===== config.mk =====
export PLATFORM = sky130hd
export DESIGN_NAME = bct_unit
export DESIGN_NICKNAME = d
export VERILOG_FILES = /design/src/pkg/bct_pkg.sv /design/src/logic/bct_unit.sv /design/src/logic/bct_word_mem.sv
export VERILOG_INCLUDE_DIRS = /design/src /design/src/pkg
export SDC_FILE = /design/constraint.sdc
export NUM_CORES = 1
export LEC_CHECK = 0
export ABC_AREA = 1
export BUFFER_PORTS_ARGS = -buffer_cell sky130_fd_sc_hd__buf_2
export CORE_ASPECT_RATIO = 1.25
export CORE_MARGIN = 5
export CORE_UTILIZATION = 55
export DETAILED_ROUTE_END_ITERATION = 6
export HOLD_SLACK_MARGIN = 0.1
export PLACE_DENSITY = 0.73
export SYNTH_ARGS = -nofsm -noshare
export SYNTH_HDL_FRONTEND = slang
export SYNTH_HIERARCHICAL = 1
export SYNTH_SLANG_ARGS = --single-unit

===== constraint.sdc =====
create_clock -name i_ref_clk -period 8.25 [get_ports i_ref_clk]
set_input_delay 1.65 -clock i_ref_clk [delete_from_list [all_inputs] [get_ports i_ref_clk]]
set_output_delay 1.65 -clock i_ref_clk [all_outputs]
set_load 0.02 [all_outputs]

===== src/pkg/bct_regs.svh =====
/*
 * constants for the bit column transpose unit: word width, column depth, index and bit number limits.
 * assumes inclusion by bare name from package and design files.
 */
`ifndef BCT_REGS_SVH
`define BCT_REGS_SVH
`define BCT_WORD_W    16
`define BCT_NUM_WORDS 16
`define BCT_IDX_W     4
`define BCT_BITNUM_MAX 16'h000f
`define BCT_ZERO_WORD 16'h0000
`define BCT_ZERO_IDX  4'h0
`define BCT_LAST_IDX  4'hf
`endif


===== src/pkg/bct_pkg.sv =====
/*
 * types shared by the bit column transpose unit.
 * assumes bct_regs.svh is on the include path.
 */
`include "bct_regs.svh"
package bct_pkg;
    typedef enum logic [1:0] {
        BCT_OP_GATHER  = 2'h1,
        BCT_OP_SCATTER = 2'h2
    } bct_op_t;

    typedef struct packed {
        bct_op_t                 op;
        logic [`BCT_WORD_W-1:0]  bit_num;
        logic [`BCT_WORD_W-1:0]  src_word;
    } bct_req_t;

    typedef struct packed {
        logic fault_flag;
        logic zero_flag;
    } bct_flags_t;
endpackage : bct_pkg


===== src/logic/bct_unit.sv =====
/*
 * bit column transpose datapath: gather one bit column of sixteen words into a word,
 * or scatter a word into one bit column of sixteen words, keeping the other bits.
 * assumes the sequencer issues one operation at a time and waits for o_done;
 * words are loaded and read back through the word port (index 0 is the first word).
 * limitation: starts, word writes and word reads that arrive while busy are dropped
 * without any indication, so the sequencer must pace itself on o_done.
 */
`timescale 1ns/1ps
`default_nettype none
`include "bct_regs.svh"

// Notes on behaviour
// - both operations raise the fault flag for a bit number above 15 and clear it otherwise.
// - gather puts bit N of word m into bit m of the result word.
// - after gather the zero flag is set exactly when the result word is zero.
// - scatter writes bit m of the source word into bit N of word m.
// - scatter keeps every bit other than bit N of each word.
// - after scatter the zero flag is set when bit N is zero in all sixteen words.
module bct_unit
    import bct_pkg::*;
#(
    parameter int WIDTH = `BCT_WORD_W,
    parameter int DEPTH = `BCT_NUM_WORDS,
    parameter int AW    = `BCT_IDX_W
) (
    input  wire logic             i_ref_clk,
    input  wire logic             i_rstn,
    input  wire logic             i_start,
    input  wire bct_req_t         i_req,
    input  wire logic             i_wr,
    input  wire logic             i_rd,
    input  wire logic [AW-1:0]    i_word_idx,
    input  wire logic [WIDTH-1:0] i_word_wdata,
    output logic      [WIDTH-1:0] o_word_rdata,
    output logic                  o_word_rvalid,
    output logic                  o_busy,
    output logic                  o_done,
    output bct_flags_t            o_flags,
    output logic      [WIDTH-1:0] o_result
);
    // ----------------------------------------------------------------
    // state
    // ----------------------------------------------------------------
    // one-hot; reset and every transition load one of the four codes, so the case needs no default
    typedef enum logic [3:0] {
        ST_IDLE = 4'h1,
        ST_READ = 4'h2,
        ST_STEP = 4'h4,
        ST_DONE = 4'h8
    } bct_state_t;

    bct_state_t       state, next_state;
    bct_op_t          op, next_op;
    logic [AW-1:0]    bit_n, next_bit_n;
    logic [WIDTH-1:0] src, next_src;
    logic [AW-1:0]    idx, next_idx;
    logic [WIDTH-1:0] acc, next_acc;
    logic             last_rd, next_last_rd;
    logic             busy, next_busy;
    logic             done, next_done;
    bct_flags_t       flags, next_flags;
    logic [WIDTH-1:0] result, next_result;
    logic             rvalid, next_rvalid;

    // ----------------------------------------------------------------
    // memory port mux
    // ----------------------------------------------------------------
    logic             mem_we;
    logic [AW-1:0]    mem_waddr;
    logic [WIDTH-1:0] mem_wdata;
    logic [AW-1:0]    mem_raddr;
    logic [WIDTH-1:0] mem_rdata;
    logic [WIDTH-1:0] merged;
    logic [AW-1:0]    idx_inc;

    bct_word_mem #(.WIDTH(WIDTH), .DEPTH(DEPTH), .AW(AW)) u_mem (
        .i_ref_clk (i_ref_clk),
        .i_we      (mem_we),
        .i_waddr   (mem_waddr),
        .i_wdata   (mem_wdata),
        .i_raddr   (mem_raddr),
        .o_rdata   (mem_rdata)
    );

    // ----------------------------------------------------------------
    // per-bit merge for scatter
    // ----------------------------------------------------------------
    // the word read back is rewritten whole, so every other column must pass through
    genvar gb;
    generate
        for (gb = 0; gb < WIDTH; gb++) begin : g_merge
            // only column bit_n takes the source bit of this word
            assign merged[gb] = (gb == int'(bit_n)) ? src[idx] : mem_rdata[gb];
        end
    endgenerate

    // the wrap from the last word back to 0 is harmless: that step leaves for ST_DONE
    assign idx_inc = AW'(idx + 1'b1);

    // ----------------------------------------------------------------
    // next-state logic
    // ----------------------------------------------------------------
    always_comb begin
        next_state   = state;
        next_op      = op;
        next_bit_n   = bit_n;
        next_src     = src;
        next_idx     = idx;
        next_acc     = acc;
        next_last_rd = 1'b0;
        next_busy    = busy;
        next_done    = 1'b0;
        next_flags   = flags;
        next_result  = result;
        next_rvalid  = 1'b0;
        // the memory port defaults to the word port, so idle traffic needs no extra state
        mem_we       = 1'b0;
        mem_waddr    = i_word_idx;
        mem_wdata    = i_word_wdata;
        mem_raddr    = i_word_idx;
        unique case (state)
            ST_IDLE: begin
                if (i_start) begin
                    next_op    = i_req.op;
                    next_bit_n = i_req.bit_num[AW-1:0];
                    next_src   = i_req.src_word;
                    next_idx   = `BCT_ZERO_IDX;
                    next_acc   = `BCT_ZERO_WORD;
                    next_busy  = 1'b1;
                    if (i_req.bit_num > `BCT_BITNUM_MAX) begin
                        // no word is touched on a bad column number
                        next_flags.fault_flag = 1'b1;
                        next_state = ST_DONE;
                    end else begin
                        next_flags.fault_flag = 1'b0;
                        mem_raddr  = `BCT_ZERO_IDX;
                        next_state = ST_READ;
                    end
                end else begin
                    // the word port is only served while idle and not starting
                    mem_we       = i_wr;
                    next_last_rd = i_rd;
                    next_rvalid  = last_rd;
                end
            end
            ST_READ: begin
                // one cycle for the registered read of word idx
                mem_raddr  = idx;
                next_state = ST_STEP;
            end
            ST_STEP: begin
                // merge and write back: one memory port is traded for two cycles a word
                if (op == BCT_OP_SCATTER) begin
                    mem_we    = 1'b1;
                    mem_waddr = idx;
                    mem_wdata = merged;
                    next_acc[idx] = src[idx];
                end else begin
                    next_acc[idx] = mem_rdata[bit_n];
                end
                next_idx   = idx_inc;
                mem_raddr  = idx_inc;
                next_state = (idx == `BCT_LAST_IDX) ? ST_DONE : ST_READ;
            end
            ST_DONE: begin
                next_busy  = 1'b0;
                next_done  = 1'b1;
                next_state = ST_IDLE;
                // on a fault the zero flag and the result keep their last good values
                if (!flags.fault_flag) begin
                    next_result = (op == BCT_OP_GATHER) ? acc : result;
                    // acc now holds column N (equal to src after scatter), so zero means every column bit is zero
                    next_flags.zero_flag = (acc == `BCT_ZERO_WORD);
                end
            end
        endcase
    end

    // ----------------------------------------------------------------
    // registers
    // ----------------------------------------------------------------
    // word memory is not reset; control state, operands, accumulator, flags and result are
    always_ff @(posedge i_ref_clk or negedge i_rstn) begin
        if (!i_rstn) begin
            state   <= ST_IDLE;
            op      <= BCT_OP_GATHER;
            bit_n   <= `BCT_ZERO_IDX;
            src     <= `BCT_ZERO_WORD;
            idx     <= `BCT_ZERO_IDX;
            acc     <= `BCT_ZERO_WORD;
            last_rd <= 1'b0;
            busy    <= 1'b0;
            done    <= 1'b0;
            flags   <= '0;
            result  <= `BCT_ZERO_WORD;
            rvalid  <= 1'b0;
        end else begin
            state   <= next_state;
            op      <= next_op;
            bit_n   <= next_bit_n;
            src     <= next_src;
            idx     <= next_idx;
            acc     <= next_acc;
            last_rd <= next_last_rd;
            busy    <= next_busy;
            done    <= next_done;
            flags   <= next_flags;
            result  <= next_result;
            rvalid  <= next_rvalid;
        end
    end

    // ----------------------------------------------------------------
    // outputs
    // ----------------------------------------------------------------
    // memory read data is itself a register
    assign o_word_rdata  = mem_rdata;
    assign o_word_rvalid = rvalid;
    assign o_busy        = busy;
    assign o_done        = done;
    assign o_flags       = flags;
    assign o_result      = result;
endmodule : bct_unit
`default_nettype wire


===== src/logic/bct_word_mem.sv =====
/*
 * sixteen-word column memory with registered read data.
 * assumes one clock; write and read in same cycle returns old data.
 */
`timescale 1ns/1ps
`default_nettype none
`include "bct_regs.svh"
module bct_word_mem #(
    parameter int WIDTH = `BCT_WORD_W,
    parameter int DEPTH = `BCT_NUM_WORDS,
    parameter int AW    = `BCT_IDX_W
) (
    input  wire logic             i_ref_clk,
    input  wire logic             i_we,
    input  wire logic [AW-1:0]    i_waddr,
    input  wire logic [WIDTH-1:0] i_wdata,
    input  wire logic [AW-1:0]    i_raddr,
    output logic      [WIDTH-1:0] o_rdata
);
    logic [WIDTH-1:0] mem [DEPTH];

    always_ff @(posedge i_ref_clk) begin
        if (i_we) begin
            mem[i_waddr] <= i_wdata;
        end
        o_rdata <= mem[i_raddr];
    end
endmodule : bct_word_mem
`default_nettype wire


Yosys cells after proc, flatten, opt, wreduce, memory -nomap -nowiden
Memories as Yosys holds them, arrays and structs flattened. A register that Yosys moved wholly into a read port is not among the register bits.
Cells that the tools add are included.
- $lt $le $gt $ge: 4
- bitwise logic cells: 1
- muxes and demuxes: 53
- $add $sub $neg: 1
- eq/ne operators: 23
- reductions and logical operators: 10
- operator list (cell ; count):
    $mux 16 ; 4
    $bwmux 16 ; 2
    $eq 4x4->1 const A ; 8
    $mux 4 ; 8
    $pmux 16 s2 ; 1
    $mux 1 ; 30
    $eq 3x4->1 const A ; 4
    $gt 16x4->1 const B ; 1
    $logic_not 16->1 ; 1
    $pmux 4 s4 ; 1
    $pmux 4 s3 ; 1
    $lt 4x5->1 const B ; 2
    $bmux 1 s4 ; 2
    $eq 2x4->1 const A ; 2
    $eq 4x4->1 const B ; 2
    $pmux 4 s2 ; 1
    $reduce_and 2->1 ; 4
    $add 4x1->4 const B ; 1
    $demux 1 s4 ; 1
    $eq 1x4->1 const A ; 1
    $eq 4x1->1 const B ; 1
    $eq 4x2->1 const B ; 1
    $eq 4x3->1 const B ; 1
    $ge 4x1->1 const B ; 1
    other kinds (9) ; 11
- output and inout bits: 37
- memories: 1
- memory bits (writable): 256
- register bits after elaboration: 68
- word-level logic and storage cells: 106
- memories (memory ; words ; bits a word ; read ports ; clocked after Yosys merged registers in ; write ports ; line ; source):
    u_mem.mem ; 16 ; 16 ; 1 ; 1 ; 1 ; bct_word_mem.sv:20 ; logic [WIDTH-1:0] mem [DEPTH];

Depth between registers and ports, before layout
Gate-level depths: netlist of the first run.
- depth in word-level cells: 7
- mapped depth: 15
- gate-level depth less buffers: 13

Modules after synthesis
The synthesis of the first run kept the hierarchy.
- by module, submodules not included (module ; seq. area each (um2) ; cells each ; instances ; area an instance (um2)):
    bct_word_mem ; 8007.7 ; 1074 ; 1 ; 11380.9
    bct_unit ; 1704.1 ; 591 ; 1 ; 4042.6

Least setup slack after synthesis of the first run
OpenSTA, ideal clock, no wires.
- path kind: input to register
- from: input port i_start
- to: memory u_mem/mem[12][0] (netlist name) (enable)
- required time: 7.862 ns
- setup slack: 5.034 ns
- stages on the path: 5
- arrival time: 2.827 ns
- buffers on the path: 0
- cell sequence: nor2_1 nand2_1 nand2_1 nand3_1 nor2_1
- cells in the longest elaborated chain, start to end: 4
- ends and longest elaborated chain (what ; line ; source):
    start, declared ; bct_unit.sv:29 ; input wire logic i_start,
    $mux 1 ; bct_unit.sv:124 ; if (i_start) begin
    $pmux 1 s2 ; bct_unit.sv:122 ; unique case (state)
    via mem_we ; bct_unit.sv:69 ; logic mem_we;
    $mux 1 ; bct_word_mem.sv:23 ; if (i_we) begin
    $mux 1 (not written as such) ; bct_word_mem.sv:24 ; mem[i_waddr] <= i_wdata;
    end, declared ; bct_word_mem.sv:20 ;
The timed path passes the listed nets, and every way through them passes these cells.

Final worst setup path of the first run
- from: input port i_start
- to: register u_mem.o_rdata[14], read port of u_mem.mem
- cells in the longest elaborated chain, start to end: 2
- ends and longest elaborated chain (what ; line ; source):
    $mux 4 ; bct_unit.sv:124 ;
    $pmux 4 s3 ; bct_unit.sv:122 ;
    via mem_raddr[1] ; bct_unit.sv:72 ; logic [AW-1:0] mem_raddr;
    end, declared ; bct_word_mem.sv:18 ; output logic [WIDTH-1:0] o_rdata
The timed path passes the listed nets, and every way through them passes these cells.
A chain may end at the register's enable or synchronous reset.

==> results of run 1 <==
==> kinds of logic (layout without fill, tap and decap cells) <==
logic type | Yosys count | in the layout
AO/OA/AOI/OAI | 62 | 62
flip-flops | 340 | 340
adder cells (fa/ha/maj) | 4 | 4
buffers and inverters | 334 | 443
AND/OR/NAND/NOR | 925 | 925
==> final cells by class <==
class,count,area [um^2],share of cell area
clock buffer,36,805,0.0470
clock inverter,21,196,0.0115
inverter,264,995,0.0581
multi-input combinational,991,4310,0.251
sequential,340,9710,0.567
tap,350,438,0.0256
timing repair buffer,122,678,0.0396
==> layer usage <==
layer / GRT usage / vias up
li1: - / 5459
met1: 0.303 / 5372
met2: 0.406 / 475
met3: 0.0394 / 91
met4: 0.0905 / 0
met5: 0 / -
==> metrics by stage <==
stage | hold slack, ps | cells | area (um^2)
after global placement | 449 | 2067 | 16100
after global routing | 500 | 2124 | 17100
final | 471 | 2124 | 17100
after floorplan | 443 | 1665 | 15400
after detailed placement | 455 | 2067 | 16100
after CTS | 470 | 2124 | 17100
==> report_power, final <==
group	switching (mW)	internal [mW]	total (mW)
logic	0.557	0.225	0.781
clock network	0.595	0.817	1.41
registers	0.0810	1.98	2.06
total	1.23	3.02	4.25
==> registers in the layout, indices dropped and copies added (netlist names) <==
name	flops
u_mem/mem	256
idx	4
src	16
state	4
last_rd	1
o_flags	2
o_busy	1
bit_n	4
acc	16
o_word_rvalid	1
u_mem/o_rdata	16
o_done	1
op	2
o_result	16
==> worst max-delay path, stage by stage <==
cell	delay [ps]
buf_2	100
inv_1	70
nor2_4	670
nand2_1	280
nand3_1	180
o221ai_4	100
buf_4	390
inv_2	400
buf_4	550
nand3_1	150
nand3_1	100
nand3_1	120
nand2_1	130
==> path summary, 6_finish.rpt <==
check	startpoint	endpoint
max in group asynchronous	i_rstn	src[11]$_DFFE_PN0P_
min	o_result[11]$_DFFE_PN0P_	o_result[11]$_DFFE_PN0P_
max reg2reg	state[2]$_DFFE_PN0P_	u_mem/o_rdata[14]$_DFF_P_
min in group asynchronous	i_rstn	o_result[13]$_DFFE_PN0P_
min reg2reg	o_result[11]$_DFFE_PN0P_	o_result[11]$_DFFE_PN0P_
max	i_start	u_mem/o_rdata[14]$_DFF_P_
==> cell usage in the layout, fill, tap and decap left out, types with 2 or more instances in the layout <==
cell type	synthesis	final
o21ai_0	26	26
dfxtp_1	16	16
a21oi_1	4	4
o21a_1	3	3
clkinv_1	0	7
nand2_1	553	553
nand3_1	223	223
clkbuf_1	13	4
edfxtp_1	256	256
clkinv_2	0	10
nand3b_1	2	2
nand4_1	3	3
buf_4	21	27
bufinv_16	0	4
nor3_1	3	3
nor2_1	116	116
nand3_2	10	10
inv_1	254	254
nand2_2	7	7
o21ai_1	22	22
dfstp_2	2	2
inv_2	9	8
dfrtp_1	66	66
o211ai_1	3	3
nor4_1	2	2
buf_2	28	95
clkbuf_16	0	31
ha_1	4	4
==> metrics, run 1 <==
Synth Area in XOR/XNOR 0; CP Capture Type flop; final hold vios 0; DP HPWL roughly 25 mm; Max Slew Vio Count 0; Fill cells approximately 2,300; Metal-1 WL roughly 15 mm; CTS Buf Count 31; Design Power between 4 and 5 mW; ys flop type edfxtp_1; Clk pin slew, worst setup/hold paths around 60 ps; Die X around 160 um; hold_buf cts 0; post-DR wirelength/cell approximately 18 um; worst path required time roughly 8700 ps; FP Rows between 60 and 70; DRC marker count from the first detailed-route iteration ~1,000; Post-DRT Antenna Nets 0; routed vias/inst around 5.4; first-pass iteration count of the detailed router 6; FF+latch count, synth 340; Crit Path Class input pin to flop; clk sinks 340; Post-Synthesis Cells roughly 1,700; Top Layer Used met4; Worst Skew a little over 8 ps; layout cells sized above 1 0.116; post-route setup TNS 0 ps; Post-synth EDFFs between 200 and 300; final WL ~38 mm; post-CTS sizing 0; io pins 96; Layout Nets approximately 1,800; global-route wire length before repair ~59 mm; routed wl met2 18.5 mm; Synth top cells by count nand2_1 (553), edfxtp_1 (256), inv_1 (254); post-synth cell types 37; CP arrival slightly below 5000 ps; H-tree levels 1; largest family of logic cells by synthesized area simple AND/OR/NAND/NOR gates; clock latency at the later pin of the worst-skew pair ~560 ps; All-Layer GR Usage 0.236; Synth top area share 0.498; Setup Viol. Count Final 0; post-synthesis simple-gate area fraction 0.253; hold crit path type flop to flop; Leak slightly below 8 nW; Mapped Nets 1,728; fin util 0.620; async set-reset flop share out of synthesis 0.200; Critical Path Source Type input pin; mux cell area share after synthesis 0; Avg Inst Size Synth 9.26 um^2; synthesized area approximately 0.015 mm^2; status finished clean; port bufs 95; Reg2Reg Depth 13; setup ws final between 3000 and 4000 ps; Die Height 197 um; aggregate global routing overflow 0; number of global-route vias before repair between 10,000 and 15,000; # Post-CTS Setup Buffers 0; dominant cells by area after synthesis edfxtp_1 (50%), nand2_1 (13%), dfrtp_1 (11%); RSZ-0062 raised after global routing false; Tightest Pin Transition between 1000 and 1500 ps; reg2reg setup slack about 4300 ps; compound-gate portion of the synthesized area 0.0217; # diodes 0; CTS tree built; drt drc 0; Die ar. approximately 0.032 mm^2; largest fanout on the critical path 65; Power Density roughly 250 mW/mm^2; max cap viols 0; worst hold path depth 2; Fmax 0.224 GHz; count leader, synth nand2_1; clock buffer depth 3; Slew headroom 0.267; Final min period about 4500 ps; Initial Util 0.558; Tcrit/Tclk final 0.542; initial antenna violation count 0; Synth Area in Adders 0.00324; largest net degree at the start of global routing around 100; pre-CTS setup slack about 3300 ps; Vias between 10,000 and 15,000; Synthesis Warnings 6; Max IR drop VDD 0.000183 V; Root Driver clkbuf_16; DR WL met3 between 2 and 3 mm; Area Growth Syn to Fin 11.1%; most area-hungry cell type in the Yosys netlist edfxtp_1; register area share after synthesis 0.630; GPL Wtd Cong roughly 0.9; core box area about 0.028 mm^2
No activity file was read; power rests on OpenSTA's default activity.
==> run 2: changes to the inputs <==
Settings changed: PLACE_DENSITY 0.73 to 0.76.
Clock period 8.25 ns to 4 ns, I/O delays scaled along.
==> run 2 against run 1 <==
Against the previous run: register-to-register slack lost 3100 ps; clock skew is 19 ps higher; routed wire length up 1.2%; hold slack worse by 93 ps; setup slack got worse by 2600 ps; critical path depth is 4 lower; power increased by 110%; clock power rose by 100%; design area is 0.60% higher; flip-flop and latch count is the same; die area did not move; combinational power grew 110%; largest cell class unchanged.
==> metrics, run 2 (synthesis results as in run 1) <==
design area 0.0172 mm^2 (+0.60%); Die X 160 um (unchanged); non-filler cells, final 2,134 (+0.47%); Tightest Pin Transition 972 ps (-127 ps); CTS Buf Count 31 (unchanged); CP Capture Type flop; final WL 38.3 mm (+1.2%); All-Layer GR Usage 0.240 (+0.00366); DP HPWL 23.7 mm (-3.5%); aggregate global routing overflow 0 (unchanged); io pins 96 (unchanged); drt drc 0 (unchanged); largest net degree at the start of global routing 129 (+28%); status finished clean; Max IR drop VDD 0.000347 V (+90%); Die ar. 0.0315 mm^2 (unchanged); reg2reg setup slack 1180 ps (-3070 ps); DRC marker count from the first detailed-route iteration 1,249 (+24%); RSZ-0062 raised after global routing false; clock latency at the later pin of the worst-skew pair 580 ps (+20 ps); global-route wire length before repair 59.5 mm (+0.55%); max reg flops 256 (unchanged); Cell Area, Placed 0.0162 mm^2 (+0.73%); Fill cells 2,232 (-1.2%); post-CTS sizing 0 (unchanged); Crit Path Class flop to flop; Post-DRT Antenna Nets 0 (unchanged); Power Density 506 mW/mm^2 (+100%); post-DR wirelength/cell 17.9 um (+0.72%); clk sinks 340 (unchanged); Die Height 197 um (unchanged); Final min period 2820 ps; port bufs 95 (unchanged); clock buffer depth 3 (unchanged); Initial Util 0.558 (unchanged); GPL Wtd Cong 0.927 (+4.8%); FP Rows 68 (unchanged); worst path required time 4500 ps (-4240 ps); # diodes 0 (unchanged); post-route setup TNS 0 ps (unchanged); CTS tree built; core box area 0.0277 mm^2 (unchanged); Layout Nets 1,822 (+0.50%); Leak 7.91 nW (+0.74%); Max Slew Vio Count 0 (unchanged); Root Driver clkbuf_16; hold crit path type input pin to asynchronous set/reset pin; H-tree levels 1 (unchanged); Vias 11,469 (+0.63%); layout cells sized above 1 0.121 (+0.00496); routed vias/inst 5.37 (+0.16%); Tcrit/Tclk final 0.704; Clk pin slew, worst setup/hold paths 60 ps (about the same); number of global-route vias before repair 11,126 (+1.3%); CP arrival 3320 ps (-1640 ps); dpl cells 2,076 (+0.44%); first-pass iteration count of the detailed router 5 (-1); most common cell after layout, fill and taps aside nand2_1; commonest cells after routing, fill and taps aside nand2_1 (553), edfxtp_1 (256), inv_1 (254); # Post-CTS Setup Buffers 0 (unchanged); Worst Skew 27.2 ps (+19.1 ps); Area Growth Syn to Fin 11.7%; Fmax 0.355 GHz; hold_buf cts 0 (unchanged); largest register by flop count u_mem/mem; Slew headroom 0.352 (+0.0849); final hold vios 0 (unchanged); max cap viols 0 (unchanged); initial antenna violation count 0 (unchanged); largest fanout on the critical path 64 (-1.5%); Critical Path Source Type flop; Setup Viol. Count Final 0 (unchanged)
run 2: changes by cell type in the layout (fill, tap and decap cells not counted), sizes merged:
cell,before,now
clkinvlp,1,0
inv,263,265
buf,122,131
clkbuf,36,50
bufinv,4,1
clkinv,17,6
run 2: worst max-delay path, cell delays in order, from the launching register on:
cell      delay, ps
dfrtp_1         620
inv_2           230
ha_1            340
inv_1            80
o221ai_4        190
buf_4           700
nand3_1         260
nand3_1         150
nand3_1         100
nand2_1          70
run 2: metal layers:
metal / track usage / share of wire / up-vias
li1: - / - / 5490
met5: 0 / 0 / -
met4: 0.101 / 0.039 / 0
met1: 0.294 / 0.38 / 5338
met2: 0.426 / 0.50 / 534
met3: 0.0365 / 0.082 / 107
run 2: through the flow:
stage                     setup slack, ps  total power [mW]  utilization  hold slack (ps)
after floorplan                      1340              5.48            -              443
after global placement               1190              5.87        0.588              455
after detailed placement             1120              5.91        0.588              459
after CTS                            1200              8.76        0.623              395
after global routing                 1050              9.09        0.623              438
final                                1180              8.72        0.623              378
run 2: power by group:
part           switching, mW  internal (mW)  total [mW]
sequential             0.170           4.08        4.25
combinational           1.13          0.471        1.61
clock                   1.25           1.62        2.87
run 2: worst paths after layout:
path,start,end,cells past startpoint
worst max-delay path,idx[0]$_DFFE_PN0P_,u_mem/o_rdata[15]$_DFF_P_,9
worst min-delay path,i_rstn,src[1]$_DFFE_PN0P_,1
worst max register to register,idx[0]$_DFFE_PN0P_,u_mem/o_rdata[15]$_DFF_P_,9
worst min register to register,o_result[11]$_DFFE_PN0P_,o_result[11]$_DFFE_PN0P_,2
max in group asynchronous,i_rstn,o_result[8]$_DFFE_PN0P_,2
min in group i_ref_clk,i_req[0],src[0]$_DFFE_PN0P_,3
run 2: area by class of cell:
class	count	area [um^2]	area share
repair buffers	131	796	0.0462
clock inverters	8	75.1	0.00436
inverters	264	995	0.0577
well taps	350	438	0.0254
flip-flops and latches	340	9710	0.564
multi-input cells	991	4310	0.250
clock buffers	50	911	0.0529
==> run 3: changes to the inputs <==
Clock period 4 ns to 2.4 ns, I/O delays scaled along.
==> run 3 against run 2 <==
Against the previous run: the run now ends with negative setup slack left; largest cell class unchanged; flip-flop and latch count stayed put; highest routed layer unchanged; largest power group unchanged; clock skew is 13 ps lower; non-clock buffer count is 52 higher.
==> metrics, run 3 (synthesis results as in run 1) <==
Crit Path Class flop to flop; CP arrival 2640 ps (-680 ps); clock latency at the later pin of the worst-skew pair 560 ps (-20 ps); H-tree levels 1 (unchanged); layout cells sized above 1 0.161 (+0.0408); met3 usage 0.0353 (-0.00125); Die Height 197 um (unchanged); FP Rows 68 (unchanged); Final min period 2410 ps (-410 ps); non-filler cells, final 2,185 (+2.4%); routed vias/inst 5.53 (+2.9%); design area 0.0182 mm^2 (+5.4%); Slew headroom 0.595 (+0.242); aggregate global routing overflow 0 (unchanged); post-DR wirelength/cell 19.0 um (+6.0%); drt drc 0 (unchanged); global-route wire length before repair 61.6 mm (+3.5%); Cell Area, Placed 0.0168 mm^2 (+3.3%); Die X 160 um (unchanged); Vias 12,087 (+5.4%); worst path required time 2630 ps (-1870 ps); # diodes 0 (unchanged); number of global-route vias before repair 11,497 (+3.3%); fin util 0.657 (+0.0334); Initial Util 0.558 (unchanged); Worst Skew 14.4 ps (-12.7 ps); Max Slew Vio Count 0 (unchanged); gr busiest metal met2; CTS tree built; final hold vios 0 (unchanged); Critical Path Source Type flop; failing checks negative setup slack; first-pass iteration count of the detailed router 6 (+1); core box area 0.0277 mm^2 (unchanged); io pins 96 (unchanged); Fmax 0.415 GHz (+17%); GPL Wtd Cong 0.937 (+1.1%); initial antenna violation count 0 (unchanged); commonest cells after routing, fill and taps aside nand2_1 (542), edfxtp_1 (256), inv_1 (251); final WL 41.5 mm (+8.5%); All-Layer GR Usage 0.247 (+0.00771); post-route setup TNS -29.9 ps (-29.9 ps); DRC marker count from the first detailed-route iteration 1,552 (+24%); reg2reg setup slack -8 ps (-1190 ps); clk sinks 340 (unchanged); Power Density 798 mW/mm^2 (+58%); DP HPWL 25.3 mm (+6.6%); Layout Nets 1,874 (+2.9%); setup ws final -7.90 ps (-1190 ps); hold crit path type input pin to flop; port bufs 95 (unchanged); largest net degree at the start of global routing 69 (-47%); max reg flops 256 (unchanged); Setup Viol. Count Final 9 (+9); Root Driver clkbuf_16; Min Hold Slack 130 ps (-249 ps); max cap viols 0 (unchanged); Max IR drop VDD 0.000491 V (+41%); Die ar. 0.0315 mm^2 (unchanged); most common cell after layout, fill and taps aside nand2_1; met2 Use GR 0.432 (+0.00615); Tightest Pin Transition 608 ps (-364 ps); Area Growth Syn to Fin 17.7%; pre-CTS setup slack -19.3 ps (-1140 ps); Clk pin slew, worst setup/hold paths 70 ps (about the same); Leak 8.26 nW (+4.4%); CP Capture Type flop; clock buffer depth 3 (unchanged); status complete, but fails checks; Post-DRT Antenna Nets 0 (unchanged); Design Power 14.5 mW (+66%); dpl cells 2,108 (+1.5%); largest fanout on the critical path 13 (-80%); grt met1 use 0.307 (+0.0132); Tcrit/Tclk final 1.00 (+0.299); largest register by flop count u_mem/mem; CTS Buf Count 31 (unchanged)
run 3: cell types whose count changed in the layout (fill, tap and decap cells not counted), moves of 5 or more:
cell	delta
buf_12	+20
buf_4	+13
buf_6	+7
clkbuf_16	+8
clkbuf_8	-5
clkinv_2	+5
nand2_1	-11
nand2_2	+10
nor2_1	-18
nor2_2	+13
nor2_4	+5
run 3: path summary, 6_finish.rpt:
path,from,end,cells past startpoint
min,i_start,state[0]$_DFFE_PN1P_,2
max,state[3]$_DFFE_PN0P_,u_mem/mem[3][5]$_DFFE_PP_,8
min in group asynchronous,i_rstn,src[1]$_DFFE_PN0P_,2
max reg2reg,state[3]$_DFFE_PN0P_,u_mem/mem[3][5]$_DFFE_PP_,8
min reg2reg,o_result[10]$_DFFE_PN0P_,o_result[10]$_DFFE_PN0P_,2
max in group asynchronous,i_rstn,o_result[1]$_DFFE_PN0P_,3
run 3: final cells by class:
type                    count  area [um^2]
flip-flops and latches    340         9710
fillers                  2075         9500
multi-input cells         991         4440
repair buffers            183         1670
inverters                 264         1000
clock buffers              43          831
well taps                 350          438
clock inverters            14         70.1
run 3: power by group:
group          total (mW)  switching (mW)  internal [mW]
clock network        4.47            2.06           2.41
logic                2.93            2.02          0.912
registers            7.09           0.297           6.79
run 3: worst max-delay path: stages (launching register included):
cell and delay [ps]:
dfrtp_1 430, inv_1 150, nand4_4 150, inv_4 120
nand2_4 100, o21ai_1 320, nand2_1 300, nor2_2 210
buf_4 300
run 3: per-layer routing:
| layer | wire length [um] | vias to the layer above |
|---|---|---|
| li1 | - | 5584 |
| met2 | 20100 | 694 |
| met4 | 2370 | 0 |
| met1 | 15200 | 5672 |
| met5 | 0 | - |
| met3 | 3850 | 137 |
run 3: what timing repair did:
| item | in CTS | in global routing |
|---|---|---|
| setup buffers | 0 | 10 |
| endpoints found under the setup margin | 8 | 416 |
| pin swaps | 0 | 6 |
| cloned | 0 | 9 |
| hold endpoints to repair | 22 | 0 |
| hold buffers | 1 | 0 |
| gates resized for setup | 1 | 43 |
